===== config.mk =====
export PLATFORM = sky130hd
export DESIGN_NAME = pfs_fault_supervisor
export DESIGN_NICKNAME = d
export VERILOG_FILES = /design/src/common/pfs_pkg.sv /design/src/pfs_fault_supervisor.sv
export VERILOG_INCLUDE_DIRS = /design/src /design/src/common
export SDC_FILE = /design/constraint.sdc
export NUM_CORES = 1
export LEC_CHECK = 0
export ABC_AREA = 1
export BUFFER_PORTS_ARGS = -buffer_cell sky130_fd_sc_hd__buf_2
export CELL_PAD_IN_SITES_DETAIL_PLACEMENT = 1
export CELL_PAD_IN_SITES_GLOBAL_PLACEMENT = 1
export CORE_UTILIZATION = 39
export CTS_CLUSTER_DIAMETER = 40
export CTS_CLUSTER_SIZE = 20
export DETAILED_ROUTE_END_ITERATION = 10
export PLACE_DENSITY_LB_ADDON = 0.08
export RECOVER_POWER = 25
export SLEW_MARGIN = 25
export SYNTH_ARGS = -nofsm -noshare
export SYNTH_HDL_FRONTEND = slang
export SYNTH_SLANG_ARGS = --single-unit

===== constraint.sdc =====
create_clock -name MCLK -period 1.41 [get_ports MCLK]
set_input_delay 0.423 -clock MCLK [delete_from_list [all_inputs] [get_ports MCLK]]
set_output_delay 0.423 -clock MCLK [all_outputs]
set_load 0.02 [all_outputs]

===== src/common/pfs_cfg.svh =====
`ifndef PFS_CFG_SVH
`define PFS_CFG_SVH
// Clock rate in kHz
`define PFS_CLK_KHZ          40000
// Brown-out blanking, nominal, in ms
`define PFS_BLANK_MS         50
// Brown-out detection window, nominal, in ms
`define PFS_WINDOW_MS        50
// Timing-pin open blanking, in us
`define PFS_RT_BLANK_US      30
// Cycle counts derived from the rate
`define PFS_BLANK_CYC        (`PFS_BLANK_MS * `PFS_CLK_KHZ)
`define PFS_WINDOW_CYC       (`PFS_WINDOW_MS * `PFS_CLK_KHZ)
`define PFS_RT_BLANK_CYC     ((`PFS_RT_BLANK_US * `PFS_CLK_KHZ + 999) / 1000)
// Reset values of the held flags and outputs
`define PFS_RST_LOCKOUT      1'b1
`define PFS_RST_BO_FAULT     1'b1
`define PFS_RST_EVENT_LATCH  1'b0
`define PFS_RST_SINK         1'b1
`define PFS_RST_THERMAL      1'b0
`define PFS_RST_TIMING_OPEN  1'b0
`define PFS_RST_GATE         1'b0
`define PFS_RST_CTL_GROUND   1'b1
`define PFS_RST_READY        1'b0
`endif


===== src/common/pfs_pkg.sv =====
package pfs_pkg;
    // Brown-out qualification sequence
    typedef enum logic [2:0] {
        PFS_BO_IDLE   = 3'b001,
        PFS_BO_BLANK  = 3'b010,
        PFS_BO_WINDOW = 3'b100
    } pfs_bo_state_e;

    // Shutdown sources gathered together
    typedef struct packed {
        logic brownout;
        logic undervoltage;
        logic latch_off;
        logic thermal;
        logic timing_open;
        logic lockout;
    } pfs_fault_s;
endpackage


===== src/pfs_fault_supervisor.sv =====
`timescale 1ns/10ps
`include "pfs_cfg.svh"

module pfs_fault_supervisor
    import pfs_pkg::*;
#(
    parameter int BLANK_CYC    = `PFS_BLANK_CYC,
    parameter int WINDOW_CYC   = `PFS_WINDOW_CYC,
    parameter int RT_BLANK_CYC = `PFS_RT_BLANK_CYC
) (
    input  wire logic MCLK,
    input  wire logic RESET,
    input  wire logic BROWNOUT_COMPARATOR_OUT,
    input  wire logic BROWNOUT_SENSE_OUT,
    input  wire logic SUPPLY_ABOVE_ON,
    input  wire logic SUPPLY_BELOW_OFF,
    input  wire logic TEMP_ABOVE_UPPER,
    input  wire logic TEMP_BELOW_LOWER,
    input  wire logic TIMING_CURRENT_LOW,
    input  wire logic OUTPUT_UNDERVOLTAGE_FAULT,
    input  wire logic LATCH_OFF_REQ,
    input  wire logic STARTUP_PHASE_FLAG,
    input  wire logic PHASE_A_REQ,
    input  wire logic PHASE_B_REQ,
    output logic      CLAMP_SWITCH,
    output logic      HYSTERESIS_SINK_CURRENT,
    output logic      SENSE_PULLDOWN,
    output logic      BROWNOUT_FAULT,
    output logic      BROWNOUT_EVENT_LATCH,
    output logic      THERMAL_SHUTDOWN,
    output logic      SUPPLY_LOCKOUT,
    output logic      TIMING_PIN_OPEN_FAULT,
    output logic      CIRCUIT_OFF,
    output logic      CONTROL_GROUND,
    output logic      GATE_A,
    output logic      GATE_B,
    output logic      SUPPLY_READY_OUT
);

    // ------------------------------------------------------------------
    // Counter widths
    // ------------------------------------------------------------------
    // One count of headroom so every terminal value fits its counter
    localparam int BW = $clog2(BLANK_CYC + 1);
    localparam int WW = $clog2(WINDOW_CYC + 1);
    localparam int RW = $clog2(RT_BLANK_CYC + 1);

    // Brown-out sequence state and its timers
    pfs_bo_state_e    bo_state;
    logic [BW-1:0]    blank_cnt;
    logic [WW-1:0]    window_cnt;
    logic [RW-1:0]    rt_cnt;

    // Hysteresis sink and the gathered shutdown sources
    logic             sink_on;
    pfs_fault_s       faults;

    // Decoded sequence events
    logic             blank_done;
    logic             window_done;
    logic             bo_start;
    logic             bo_hit;
    logic             window_end;
    logic             rt_full;
    logic             next_gate_a;
    logic             next_gate_b;
    logic             next_ground;
    logic             next_ready;

    // ------------------------------------------------------------------
    // Helpers
    // ------------------------------------------------------------------
    // Terminal count test shared by all three timers; ints avoid width games
    function automatic logic at_count(input int cnt, input int limit);
        return cnt == limit;
    endfunction

    // A phase request reaches its gate only while the circuit is on
    function automatic logic gate_drive(input logic req, input logic off);
        return req && !off;
    endfunction

    // ------------------------------------------------------------------
    // Supply lockout with hysteresis
    // ------------------------------------------------------------------
    // Lockout set on reset; thresholds are compared outside the block.
    // Two separate levels give the hysteresis: a supply hovering near one
    // level cannot make the circuit chatter on and off.
    always_ff @(posedge MCLK) begin
        if (RESET) begin
            SUPPLY_LOCKOUT <= `PFS_RST_LOCKOUT;
        end else if (SUPPLY_LOCKOUT && SUPPLY_ABOVE_ON) begin
            SUPPLY_LOCKOUT <= 1'b0;
        end else if (!SUPPLY_LOCKOUT && SUPPLY_BELOW_OFF) begin
            SUPPLY_LOCKOUT <= 1'b1;
        end
    end

    // ------------------------------------------------------------------
    // Thermal shutdown hysteresis
    // ------------------------------------------------------------------
    // Reset leaves the upper threshold active, so cold starts are safe
    // Trip and release use separate comparators; the state holds between
    always_ff @(posedge MCLK) begin
        if (RESET) begin
            THERMAL_SHUTDOWN <= `PFS_RST_THERMAL;
        end else if (!THERMAL_SHUTDOWN && TEMP_ABOVE_UPPER) begin
            THERMAL_SHUTDOWN <= 1'b1;
        end else if (THERMAL_SHUTDOWN && TEMP_BELOW_LOWER) begin
            THERMAL_SHUTDOWN <= 1'b0;
        end
    end

    // ------------------------------------------------------------------
    // Timing-pin open detection
    // ------------------------------------------------------------------
    // Blanking filter rejects short dips in the timing current
    always_ff @(posedge MCLK) begin
        if (RESET) begin
            rt_cnt <= '0;
        end else if (!TIMING_CURRENT_LOW) begin
            rt_cnt <= '0;
        end else if (!rt_full) begin
            rt_cnt <= rt_cnt + 1'b1;
        end
    end

    // Saturates at the limit so a long open pin cannot wrap the filter
    assign rt_full = at_count(int'(rt_cnt), RT_BLANK_CYC);

    // Set wins over clear: a persisting open pin stays flagged
    always_ff @(posedge MCLK) begin
        if (RESET) begin
            TIMING_PIN_OPEN_FAULT <= `PFS_RST_TIMING_OPEN;
        end else if (rt_full) begin
            TIMING_PIN_OPEN_FAULT <= 1'b1;
        end else if (SUPPLY_LOCKOUT) begin
            TIMING_PIN_OPEN_FAULT <= 1'b0;
        end
    end

    // ------------------------------------------------------------------
    // Brown-out qualification
    // ------------------------------------------------------------------
    assign blank_done  = at_count(int'(blank_cnt), BLANK_CYC - 1);
    assign window_done = at_count(int'(window_cnt), WINDOW_CYC - 1);
    // Comparator is heard only when idle and not already in fault
    assign bo_start    = (bo_state == PFS_BO_IDLE) && BROWNOUT_COMPARATOR_OUT
                         && !BROWNOUT_FAULT;
    // Sense high anywhere in the window is a detection
    assign bo_hit      = (bo_state == PFS_BO_WINDOW) && BROWNOUT_SENSE_OUT;
    // The window closes on expiry or on detection, whichever comes first
    assign window_end  = (bo_state == PFS_BO_WINDOW) && (bo_hit || window_done);

    // Sequence: idle, blanking, detection window; lockout aborts all.
    // The comparator may toggle freely during blanking and the window; only
    // the sense output and the timers decide, which is what gives hold-up time.
    always_ff @(posedge MCLK) begin
        if (RESET || SUPPLY_LOCKOUT) begin
            bo_state <= PFS_BO_IDLE;
        end else begin
            unique case (bo_state)
                PFS_BO_IDLE: begin
                    if (bo_start) begin
                        bo_state <= PFS_BO_BLANK;
                    end
                end
                PFS_BO_BLANK: begin
                    if (blank_done) begin
                        bo_state <= PFS_BO_WINDOW;
                    end
                end
                PFS_BO_WINDOW: begin
                    if (window_end) begin
                        bo_state <= PFS_BO_IDLE;
                    end
                end
                default: begin
                    bo_state <= PFS_BO_IDLE;
                end
            endcase
        end
    end

    // ------------------------------------------------------------------
    // Brown-out timers
    // ------------------------------------------------------------------
    // Blanking timer; the full nominal count keeps it above its minimum
    always_ff @(posedge MCLK) begin
        if (RESET || SUPPLY_LOCKOUT) begin
            blank_cnt <= '0;
        end else if (bo_state != PFS_BO_BLANK || blank_done) begin
            blank_cnt <= '0;
        end else begin
            blank_cnt <= blank_cnt + 1'b1;
        end
    end

    // Window timer; detection or expiry returns it to zero
    always_ff @(posedge MCLK) begin
        if (RESET || SUPPLY_LOCKOUT) begin
            window_cnt <= '0;
        end else if (bo_state != PFS_BO_WINDOW || window_end) begin
            window_cnt <= '0;
        end else begin
            window_cnt <= window_cnt + 1'b1;
        end
    end

    // Event latch: first comparator high sets it, window end clears it
    always_ff @(posedge MCLK) begin
        if (RESET || SUPPLY_LOCKOUT) begin
            BROWNOUT_EVENT_LATCH <= `PFS_RST_EVENT_LATCH;
        end else if (bo_start) begin
            BROWNOUT_EVENT_LATCH <= 1'b1;
        end else if (window_end) begin
            BROWNOUT_EVENT_LATCH <= 1'b0;
        end
    end

    // ------------------------------------------------------------------
    // Brown-out fault and hysteresis sink
    // ------------------------------------------------------------------
    // Fault flag starts high; cleared only once the comparator output falls
    always_ff @(posedge MCLK) begin
        if (RESET || SUPPLY_LOCKOUT) begin
            BROWNOUT_FAULT <= `PFS_RST_BO_FAULT;
        end else if (bo_hit) begin
            BROWNOUT_FAULT <= 1'b1;
        end else if (BROWNOUT_FAULT && !BROWNOUT_COMPARATOR_OUT) begin
            BROWNOUT_FAULT <= 1'b0;
        end
    end

    // Sink current: on from supply-on until the pin rises above threshold.
    // Re-arming it on detection pulls the pin clear of the comparator edge.
    always_ff @(posedge MCLK) begin
        if (RESET || SUPPLY_LOCKOUT) begin
            sink_on <= `PFS_RST_SINK;
        end else if (bo_hit) begin
            sink_on <= 1'b1;
        end else if (!BROWNOUT_COMPARATOR_OUT) begin
            sink_on <= 1'b0;
        end
    end

    // Clamp only while comparator high and no fault holds it open.
    // Holding the pin just under threshold lets line recovery show at once,
    // without waiting for the filter capacitor to recharge.
    assign CLAMP_SWITCH            = BROWNOUT_COMPARATOR_OUT && !BROWNOUT_FAULT;
    // Sink stays quiet in lockout; the pull-down holds the pin there instead
    assign HYSTERESIS_SINK_CURRENT = sink_on && !SUPPLY_LOCKOUT;
    assign SENSE_PULLDOWN          = SUPPLY_LOCKOUT;

    // ------------------------------------------------------------------
    // Circuit off and outputs
    // ------------------------------------------------------------------
    // Brown-out and timing-pin faults come from this block's own latches
    assign faults.brownout     = BROWNOUT_FAULT;
    assign faults.timing_open  = TIMING_PIN_OPEN_FAULT;

    // External faults pass straight through; their sources hold them
    assign faults.undervoltage = OUTPUT_UNDERVOLTAGE_FAULT;
    assign faults.latch_off    = LATCH_OFF_REQ;

    // Thermal and lockout come from the hysteresis stages above
    assign faults.thermal      = THERMAL_SHUTDOWN;
    assign faults.lockout      = SUPPLY_LOCKOUT;

    // No filtering here: every source is already a clean level
    assign CIRCUIT_OFF         = |faults;

    // ------------------------------------------------------------------
    // Gate, control and ready drivers
    // ------------------------------------------------------------------
    // Next output levels; each falls back to its safe level while off
    always_comb begin
        next_gate_a = gate_drive(PHASE_A_REQ, CIRCUIT_OFF);
        next_gate_b = gate_drive(PHASE_B_REQ, CIRCUIT_OFF);
        next_ground = CIRCUIT_OFF;
        next_ready  = !CIRCUIT_OFF && !STARTUP_PHASE_FLAG;
    end

    // Phase A driver; registered so a glitch on the fault OR never reaches it
    always_ff @(posedge MCLK) begin
        if (RESET) begin
            GATE_A <= `PFS_RST_GATE;
        end else begin
            GATE_A <= next_gate_a;
        end
    end

    // Phase B driver, same treatment
    always_ff @(posedge MCLK) begin
        if (RESET) begin
            GATE_B <= `PFS_RST_GATE;
        end else begin
            GATE_B <= next_gate_b;
        end
    end

    // Control node grounded while off, so a restart goes through soft-start
    always_ff @(posedge MCLK) begin
        if (RESET) begin
            CONTROL_GROUND <= `PFS_RST_CTL_GROUND;
        end else begin
            CONTROL_GROUND <= next_ground;
        end
    end

    // Ready to the downstream converter; also held low through start-up
    always_ff @(posedge MCLK) begin
        if (RESET) begin
            SUPPLY_READY_OUT <= `PFS_RST_READY;
        end else begin
            SUPPLY_READY_OUT <= next_ready;
        end
    end

endmodule // pfs_fault_supervisor


-- After elaboration in Yosys (flattened, before gate mapping)
Cells that the tools add are included.
- bitwise operators: 1
- eq/ne operators: 11
- muxes and demuxes: 12
- reductions and logical operators: 34
- add/sub/neg operators: 3
- operators by type and width (operator ; count):
    $add A21 B1 Y21 const B ; 2
    $eq A21 B18 Y1 const B ; 2
    $logic_and A1 B1 Y1 ; 14
    $add A11 B1 Y11 const B ; 1
    $eq A11 B11 Y1 const B ; 1
    $mux W3 ; 3
    $pmux W3 S3 ; 1
    $mux W1 ; 8
    $reduce_bool A2 Y1 ; 4
    $reduce_or A2 Y1 ; 4
    $logic_not A1 Y1 ; 6
    $ne A2 B2 Y1 const B ; 3
    $reduce_or A6 Y1 ; 1
    $logic_or A1 B1 Y1 ; 4
    $eq A3 B1 Y1 const B ; 1
    $eq A3 B2 Y1 const B ; 1
    $eq A3 B3 Y1 const B ; 1
    $ne A3 B2 Y1 const B ; 1
    $ne A3 B3 Y1 const B ; 1
    $reduce_and A3 Y1 ; 1
    $not A1 Y1 ; 1
- flip-flop bits (word level): 66
- logic and storage cells: 75
- bits of input ports: 14

-- Logic depth before layout (Yosys ltp)
Gate-level depths: netlist (run 1).
- word-level depth: 6
- gate-level depth with buffers: 11
- depth with buffers taken out: 11

-- Worst setup path after synthesis (run 1)
Ideal clock, no wire load.
- path type: flip-flop to flip-flop
- start point: register blank_cnt[0]
- end point: register blank_cnt[18]
- period minus slack after synthesis: 1412 ps
- path buffers: 1
- path slack: -2 ps
- stages on the path, launching flop included: 12
- arrival: 1297 ps
- cell sequence: dfxtp_1 -> ha_1 -> nand2_1 -> inv_1 -> nand2_2 -> nor2_2 -> nand3_1 -> nand3_1 -> buf_4 -> inv_1 -> nand2_1 -> nor2_1
- cells in the longest elaborated chain, start to end: 3
- RTL lines (what ; RTL line ; source):
    start, declared ; pfs_fault_supervisor.sv:50 ; logic [BW-1:0] blank_cnt;
    start signal, assigned ; pfs_fault_supervisor.sv:195 ; blank_cnt <= blank_cnt + 1'b1;
    parallel branches: the longest is 3 deep, another holds $add A21 B1 Y21 ; -- ;
Several ways; the timed one is not identified.
A chain may end at the register's enable or synchronous reset.

-- Worst setup path in the final report (run 1)
- start point: register BROWNOUT_FAULT
- end point: output CIRCUIT_OFF
- cells in the longest elaborated chain, start to end: 1
- RTL lines (what ; RTL line ; source):
    start, declared ; pfs_fault_supervisor.sv:28 ; output logic BROWNOUT_FAULT,
    start signal, assigned ; pfs_fault_supervisor.sv:227 ; BROWNOUT_FAULT <= `PFS_RST_BO_FAULT;
    $reduce_or A6 Y1 ; pfs_fault_supervisor.sv:271 ; assign CIRCUIT_OFF = |faults;
    end, declared ; pfs_fault_supervisor.sv:33 ; output logic CIRCUIT_OFF,
No other way between the ends.

==> results list, run 1 <==
- Run status: finished, violations left
- Violated checks: negative setup slack
- Fill cell total of the finished layout: roughly 950
* Synth Area per Inst: 7.10 sq um
* Die area: ~8400 sq um
* Largest net degree at the start of global routing: 19
* Antenna-violating nets left: 0
* Cell leakage power: approximately 0.0018 uW
- Final weighted congestion of routability-driven global placement: 0.803
- The number of antenna diodes in the final layout is 0.
* PD cells: 780 nW/um^2
* Post-detailed-placement half-perimeter wirelength: just over 6000 um
* Final design area excluding fillers: approximately 4900 sq um
- Critical path data required time: ~990 ps
- Across the routed clock network, the largest skew measured is approximately 11 ps.
* Total wirelength of the detailed-routed design: around 13000 um
- The H-tree was split into 3 levels.
- The number of global-route vias before repair came to around 3300.
* Cell accounting for the most synthesized area: sky130_fd_sc_hd__dfxtp_1
* Worst Tran Pin Value: between 300 and 400 ps
- Share of the clock period used by the worst path: 115%
* Antenna violations before repair: 0
- The die is 91.8 um wide.
* Sequential fraction of the synthesis area: a little over two fifths
- The initial utilization of the core area, before any placement, comes to about two fifths.
* Clock latency of the later-clocked register in the worst-skew pair: between 300 and 400 ps
- No sink is reached through more buffers than the 2 on the longest clock path.
- After synthesis the netlist holds a flip-flop and latch count of 66.
* Category of the critical setup timing path: reg2out
- The number of nets handed over by synthesis was approximately 460.
- Worst setup EP type: output port
- Die Height: roughly 92 um
- In the post-synthesis netlist, the cell with the most instances is sky130_fd_sc_hd__nand2_1.
* Number of buffer cells added on primary ports: 26
- Floorplan Core Area: between 7000 and 8000 sq um
- In this run the cell area of the synthesized design comes to 3140 sq um.
- Relative area change from synthesis to final layout: 55.2%
- The smallest clock period supported by the final layout is computed as 1630 ps.
* I/O Pins: 27
* Worst Path Max Fanout: 3
- In the synthesized netlist, the number of instances is between 400 and 500.
* Cell area after placement: between 3000 and 4000 sq um
* Top-area cell type share of the netlist area: between 40% and 50%
- Counting the buffers created by CTS gives 9.
- The net count of the finished layout is 574.
* Drt drc: 0
- Hold/Removal Path Class: in2reg
* IR drop worst, VDD: about 0.53 mV
- Clock tree from TritonCTS: yes
- CP cell instances: nor2_1, and3_1, inv_1, buf_6
* Max-slew headroom at the worst pin: about 76%
- Ranking of synthesized cells by instance count: sky130_fd_sc_hd__nand2_1 (84), sky130_fd_sc_hd__nor2_1 (72), sky130_fd_sc_hd__dfxtp_1 (66)
* Synth Flop Type: sky130_fd_sc_hd__dfxtp_1
- Hold Path Depth: 2
- Max Fclk: between 600 and 700 MHz
- Counting flops with a built-in enable in the synthesized netlist gives 0.
* Share of the core filled with cells in the final layout: 62.8%
- Global routing used a little under a quarter of the available tracks across all layers.
* Row Count: 32
- Fraction of registers with async set or reset after synthesis: 0%
- Worst Path Arrival: 1200 ps
* Vias/cell: about 5.3
- Pre-antenna DRT Iters: 4
- The count of final max-slew check failures is 0.
- In the post-synthesis netlist, the biggest area contributors are sky130_fd_sc_hd__dfxtp_1 (42%), sky130_fd_sc_hd__nand2_1 (10%), sky130_fd_sc_hd__nor2_1 (8.6%).
- The first routing iteration left roughly 180 violations.
- Synth unique cells: 34
* Number of buffers inserted for hold repair after clock tree synthesis: 0
- Register cell area after layout: between 1000 and 1500 sq um
* RSZ-0062 raised after global routing: true
- For this design, the sink count on the clock tree is 66.
- Share of final-layout standard cells stronger than drive strength 1: 48.8%
- The total overflow left after global routing is 0.
- Count of cells along the worst register-to-register path: 7
- Clock tree root buffer cell: sky130_fd_sc_hd__clkbuf_8
- Clock-pin slew of the registers on the worst-case setup and hold paths: 70 ps
* Startpoint type of the worst setup path: register
- Across all layers, the routed design uses 3490 vias.
- Warnings from Yosys: 0
* Setup violations, final: 36
* Crit path largest cell delay: around 340 ps
- The multi-input combinational cells in the finished layout cover a total of about 2100 sq um.
* Total power after layout: between 3000 and 4000 uW
- Setup slack of the critical path after layout: -218 ps
- Flop-to-flop setup slack: -190 ps
- On the critical path, the stage with the largest delay is an instance of sky130_fd_sc_hd__dfxtp_2.
- Average wire per cell in the routed design: roughly 19 um
- The tool flagged a number of max-cap violations equal to 0.
- Final Hold Violating Endpoints: 0
- First-pass GRT wire length: 15100 um
-- sequential cells by signal, summed over array words and instances (netlist names), 3 cells and up --
signal and count:
bo_state 3, blank_cnt 21, rt_cnt 11, window_cnt 21
-- cell usage in the layout (no fill, tap or decap), types with 2 or more instances in the layout --
master and n:
sky130_fd_sc_hd__a21oi_2 9, sky130_fd_sc_hd__buf_6 14, sky130_fd_sc_hd__ha_4 4, sky130_fd_sc_hd__or2_2 3
sky130_fd_sc_hd__nand2_1 69, sky130_fd_sc_hd__nand2_4 5, sky130_fd_sc_hd__xnor2_1 2, sky130_fd_sc_hd__xor2_1 4
sky130_fd_sc_hd__nor2_1 43, sky130_fd_sc_hd__dfxtp_1 35, sky130_fd_sc_hd__clkinvlp_4 2, sky130_fd_sc_hd__xor2_2 4
sky130_fd_sc_hd__buf_2 19, sky130_fd_sc_hd__nand3b_1 4, sky130_fd_sc_hd__bufinv_16 2, sky130_fd_sc_hd__a31oi_1 2
sky130_fd_sc_hd__nor3_4 5, sky130_fd_sc_hd__inv_2 5, sky130_fd_sc_hd__nor3_2 10, sky130_fd_sc_hd__o21ai_2 2
sky130_fd_sc_hd__nand2_2 14, sky130_fd_sc_hd__nand4_1 12, sky130_fd_sc_hd__buf_4 71, sky130_fd_sc_hd__dfxtp_4 7
sky130_fd_sc_hd__inv_1 55, sky130_fd_sc_hd__nor3_1 9, sky130_fd_sc_hd__nor3b_2 2, sky130_fd_sc_hd__nand3_2 4
sky130_fd_sc_hd__o21ai_1 3, sky130_fd_sc_hd__a21oi_1 23, sky130_fd_sc_hd__nor2_4 15, sky130_fd_sc_hd__clkbuf_8 9
sky130_fd_sc_hd__inv_4 2, sky130_fd_sc_hd__nor2_2 23, sky130_fd_sc_hd__nand3_4 8, sky130_fd_sc_hd__o21ai_0 11
sky130_fd_sc_hd__clkinv_2 3, sky130_fd_sc_hd__nand3_1 11, sky130_fd_sc_hd__dfxtp_2 24
-- layer usage --
layer / part of all wire [%] / track usage, % / vias to the layer above
li1: - / - / 1649
met1: 40 / 26.3 / 1677
met2: 51 / 40.7 / 109
met3: 4.1 / 4.98 / 55
met4: 4.7 / 8.33 / 0
met5: 0 / 0 / -
-- kinds of logic (layout without fill, tap and decap cells) --
family	Yosys count	in the layout	share of synthesized area [%]
AO/OA/AOI/OAI	52	52	8.64
XOR/XNOR	11	11	3.06
adder cells (fa/ha/maj)	4	4	1.59
buffers and inverters	68	185	8.67
flip-flops	66	66	42.0
AND/OR/NAND/NOR	242	242	36.0
-- power breakdown --
group / switching, uW / total [uW] / internal (uW)
logic: 81.4 / 154 / 72.2
clock network: 804 / 1780 / 976
registers: 11.0 / 1870 / 1860
-- critical path: cells and delay by family, from the launching register on --
| family | cells | cell delay, ps |
|---|---|---|
| buffers and inverters | 2 | 200 |
| flip-flops | 1 | 340 |
| AND/OR/NAND/NOR | 2 | 310 |
-- final timing paths --
kind / to / start
min reg2reg: blank_cnt[20]$_SDFF_PP0_ / blank_cnt[20]$_SDFF_PP0_
max: CIRCUIT_OFF / BROWNOUT_FAULT$_SDFFE_PP1P_
max reg2reg: blank_cnt[13]$_SDFF_PP0_ / blank_cnt[5]$_SDFF_PP0_
min: SUPPLY_READY_OUT$_SDFF_PP0_ / STARTUP_PHASE_FLAG
-- per-stage QoR --
| step | cells | worst slack (ps) | TNS (ps) | hold WS [ps] |
|---|---|---|---|---|
| floorplan | 443 | 20.4 | 0 | 418 |
| global placement | 623 | -49.6 | -61.7 | 427 |
| detailed placement | 623 | -87.9 | -1620 | 443 |
| CTS | 652 | -139 | -245 | 206 |
| global route | 662 | -265 | -4810 | 201 |
| finish | 662 | -218 | -2090 | 207 |
-- area by class of cell --
cell class,instances,area share [%]
Clock inverter,6,1.69
Clock buffer,9,2.54
Timing Repair Buffer,107,17.3
Tap cell,102,2.62
Sequential cell,66,28.2
Multi-Input combinational cell,309,42.5
Inverter,63,5.03
-- timing repair --
action	4_1_cts	5_1_grt
setup endpoints to repair	43	56
gates cloned	0	1
gates resized for setup	58	139
pin swaps	21	40
buffers inserted	14	10
Power figures use the tool's default switching activity.
==> inputs of run 2 (changes only) <==
--- a/config.mk
+++ b/config.mk
@@ -10,6 +10,7 @@
 export BUFFER_PORTS_ARGS = -buffer_cell sky130_fd_sc_hd__buf_2
 export CELL_PAD_IN_SITES_DETAIL_PLACEMENT = 1
 export CELL_PAD_IN_SITES_GLOBAL_PLACEMENT = 1
+export CORE_ASPECT_RATIO = 1.1
 export CORE_UTILIZATION = 39
 export CTS_CLUSTER_DIAMETER = 40
 export CTS_CLUSTER_SIZE = 20
==> results list, run 2 (synthesized netlist as in run 1, its figures left out) <==
- The flow ran to the end, but the final reports show violations.
* Violated checks: negative setup slack
- The worst hold path belongs to the class in2reg.
- The worst path arrival time was 1140 ps (-60 ps).
* Share of the core filled with cells in the final layout: 62.1% (-0.69 points)
* Vias/cell: 5.01 (-5.0%)
- Hold Path Depth: 2 (unchanged)
- Aggregate global-route resource usage: 22.6% (-0.11 points)
- Total wirelength of the detailed-routed design: 10100 um (-20%)
- The number of iterations in the first detailed-routing pass came to 4 (unchanged).
- Net count of the finished layout: 555 (-3.3%)
- The placer congestion estimate was 0.785 (-2.3%).
* Max H-tree Level: 3 (unchanged)
* Buffer levels on the longest clock path: 2 (unchanged)
- Largest clock skew in the final design: 12.0 ps (+1.33 ps)
* Count of maximum capacitance violations: 0 (unchanged)
- Most common cell after layout, fill and taps aside: sky130_fd_sc_hd__nand2_1
- Setup repair after global routing could not meet its margin everywhere.
* Clock-pin slew of the registers on the worst-case setup and hold paths: 80 ps (about the same)
- The chip height is 96.2 um (+4.8%).
- Number of buffer cells added on primary ports: 26 (unchanged)
* Setup slack of the critical path after layout: -156 ps (+61.3 ps)
* Setup violations, final: 14 (-61%)
- In this run the clock root is driven by a sky130_fd_sc_hd__clkbuf_8.
* Endpoint of the worst hold path: SUPPLY_READY_OUT$_SDFF_PP0_
* Antenna violations before repair: 0 (unchanged)
- Average wire per cell in the routed design: 15.6 um (-18%)
* Category of the critical setup timing path: reg2out
* Crit Reg-Reg Startpoint: blank_cnt[1]$_SDFF_PP0_
* PD cells: 879 nW/um^2 (+13%)
- The total via count after detailed routing was 3240 (-7.2%).
* Die area: 8430 sq um (about the same)
* Worst Tran Pin Value: 360 ps (+9.42 ps)
- Max-slew headroom at the worst pin: 76.0% (-0.47 points)
- Clock tree from TritonCTS: yes
- The count of final max-slew check failures is 0 (unchanged).
- Number of sinks on the clock net: 66 (unchanged)
* Floorplan Core Area: 7640 sq um (-1.7%)
* ANT cells: 0 (unchanged)
* Final Hold Violating Endpoints: 0 (unchanged)
* Cell leakage power: 0.00173 uW (-6.3%)
- The number of clock buffers inserted by TritonCTS was 9 (unchanged).
* Via count of the first global-routing pass: 3182 (-4.7%)
- The largest fanout on the critical path came to 2 (-1).
- Share of final-layout standard cells stronger than drive strength 1: 43.0% (-5.8 points)
- Clock latency of the later-clocked register in the worst-skew pair: 350 ps (about the same)
* Count of cells along the worst register-to-register path: 9 (+2)
- Fill cell total of the finished layout: 956 (+0.21%)
- Drt drc: 0 (unchanged)
* Initial core utilization: 41.2% (+0.68 points)
* Number of buffers inserted for hold repair after clock tree synthesis: 0 (unchanged)
* Relative area change from synthesis to final layout: 50.9%
- The post-layout minimum cycle time is 1570 ps (-61.3 ps).
- The reg-to-reg setup timing slack came to -30 ps (+160 ps).
- Endpoint of the worst-slack reg-to-reg timing path: blank_cnt[5]$_SDFF_PP0_
- The site row count is 33 (+3.1%).
- The aggregate global routing overflow was 0 (unchanged).
* Startpoint type of the worst setup path: register
- Violation count after the first detailed-route iteration: 71 (-60%)
* Die width: 87.6 um (-4.6%)
- The top cell types in the final layout, fill and taps aside, are sky130_fd_sc_hd__nand2_1 (70), sky130_fd_sc_hd__inv_1 (56), sky130_fd_sc_hd__buf_4 (54).
- Worst setup EP type: output port
* Critical path data required time: 990 ps (about the same)
- Largest net degree at the start of global routing: 19 (unchanged)
- I/O Pins: 27 (unchanged)
- In this run the most critical hold path is launched from STARTUP_PHASE_FLAG.
* Share of the clock period used by the worst path: 111% (-4.3 points)
- The half-perimeter wire length of the detailed placement result came to 6180 um (+0.15%).
- First-pass GRT wire length: 14300 um (-5.4%)
- Antenna-violating nets left: 0 (unchanged)
- The maximum vdd drop is 0.550 mV (+3.0%).
* Worst Hold Margin: 228 ps (+21.1 ps)
* Top Registers: blank_cnt: 21 flops, window_cnt: 21 flops, rt_cnt: 11 flops
- The achievable frequency was 638 MHz (+3.9%).
==> run 2: cell count changes in the layout (fill, tap and decap cells not counted), moves of 3 or more <==
cell                      change
sky130_fd_sc_hd__buf_4       -17
sky130_fd_sc_hd__dfxtp_2      -9
sky130_fd_sc_hd__nor2_2       -7
sky130_fd_sc_hd__dfxtp_1      +6
sky130_fd_sc_hd__nor2_1       +5
sky130_fd_sc_hd__xor2_1       +4
sky130_fd_sc_hd__xor2_2       -4
sky130_fd_sc_hd__buf_6        -3
sky130_fd_sc_hd__dfxtp_4      +3
sky130_fd_sc_hd__nor3_1       +3
==> run 2: metal layers <==
metal	up-vias	track usage (%)	share of wire [%]
met4	0	11.2	3.1
met2	34	41.8	55
met5	-	0	0
met3	21	4.37	1.5
met1	1584	24.4	40
li1	1601	-	-
==> run 2: worst max-delay path by stage <==
stage / from / endpoint / slack (ps) / depth (start not counted)
finish: THERMAL_SHUTDOWN$_SDFFE_PP0P_ / CIRCUIT_OFF / -160 / 4
global placement: window_cnt[0]$_SDFF_PP0_ / window_cnt[3]$_SDFF_PP0_ / -100 / 8
CTS: TIMING_PIN_OPEN_FAULT$_SDFFE_PP0P_ / CIRCUIT_OFF / -130 / 4
floorplan: window_cnt[0]$_SDFF_PP0_ / window_cnt[20]$_SDFF_PP0_ / 20 / 10
detailed placement: blank_cnt[0]$_SDFF_PP0_ / blank_cnt[2]$_SDFF_PP0_ / -140 / 9
global route: THERMAL_SHUTDOWN$_SDFFE_PP0P_ / CIRCUIT_OFF / -190 / 4
==> run 2: power breakdown <==
part / internal (uW) / switching [uW] / total (uW)
sequential: 1860 / 14.3 / 1870
combinational: 68.8 / 78.8 / 148
clock: 1350 / 797 / 2150
==> run 2: stage by stage <==
step	area [sq um]	power, uW	cells	setup TNS (ps)	setup WS [ps]
2_1_floorplan	3150	1980	443	0	20.4
3_3_place_gp	3690	2030	609	-1140	-99.6
3_5_place_dp	3690	2030	609	-2850	-139
4_1_cts	4270	4180	638	-345	-133
5_1_grt	4740	4310	647	-2690	-189
6_report	4740	4170	647	-515	-156
==> run 2: what timing repair did <==
item                                   CTS  global route
setup endpoints to repair               53            58
setup buffers                           12             9
pin swaps                               18            38
endpoints found under the hold margin    0             0
gates resized for setup                 60           114
cloned                                   1             0
==> run 2: layout make-up <==
| cell class | count | area [sq um] | area share (%) |
|---|---|---|---|
| multi-input cells | 309 | 2020 | 42.6 |
| flip-flops and latches | 66 | 1380 | 29.0 |
| repair buffers | 88 | 707 | 14.9 |
| inverters | 63 | 241 | 5.09 |
| clock inverters | 7 | 141 | 2.98 |
| well taps | 105 | 131 | 2.77 |
| clock buffers | 9 | 124 | 2.61 |
==> run 2: critical path, cell delays in order, from the launching register on <==
cell and delay [ps]:
sky130_fd_sc_hd__dfxtp_2 340, sky130_fd_sc_hd__nor2_4 110, sky130_fd_sc_hd__and3_4 190, sky130_fd_sc_hd__inv_2 40, sky130_fd_sc_hd__buf_6 120
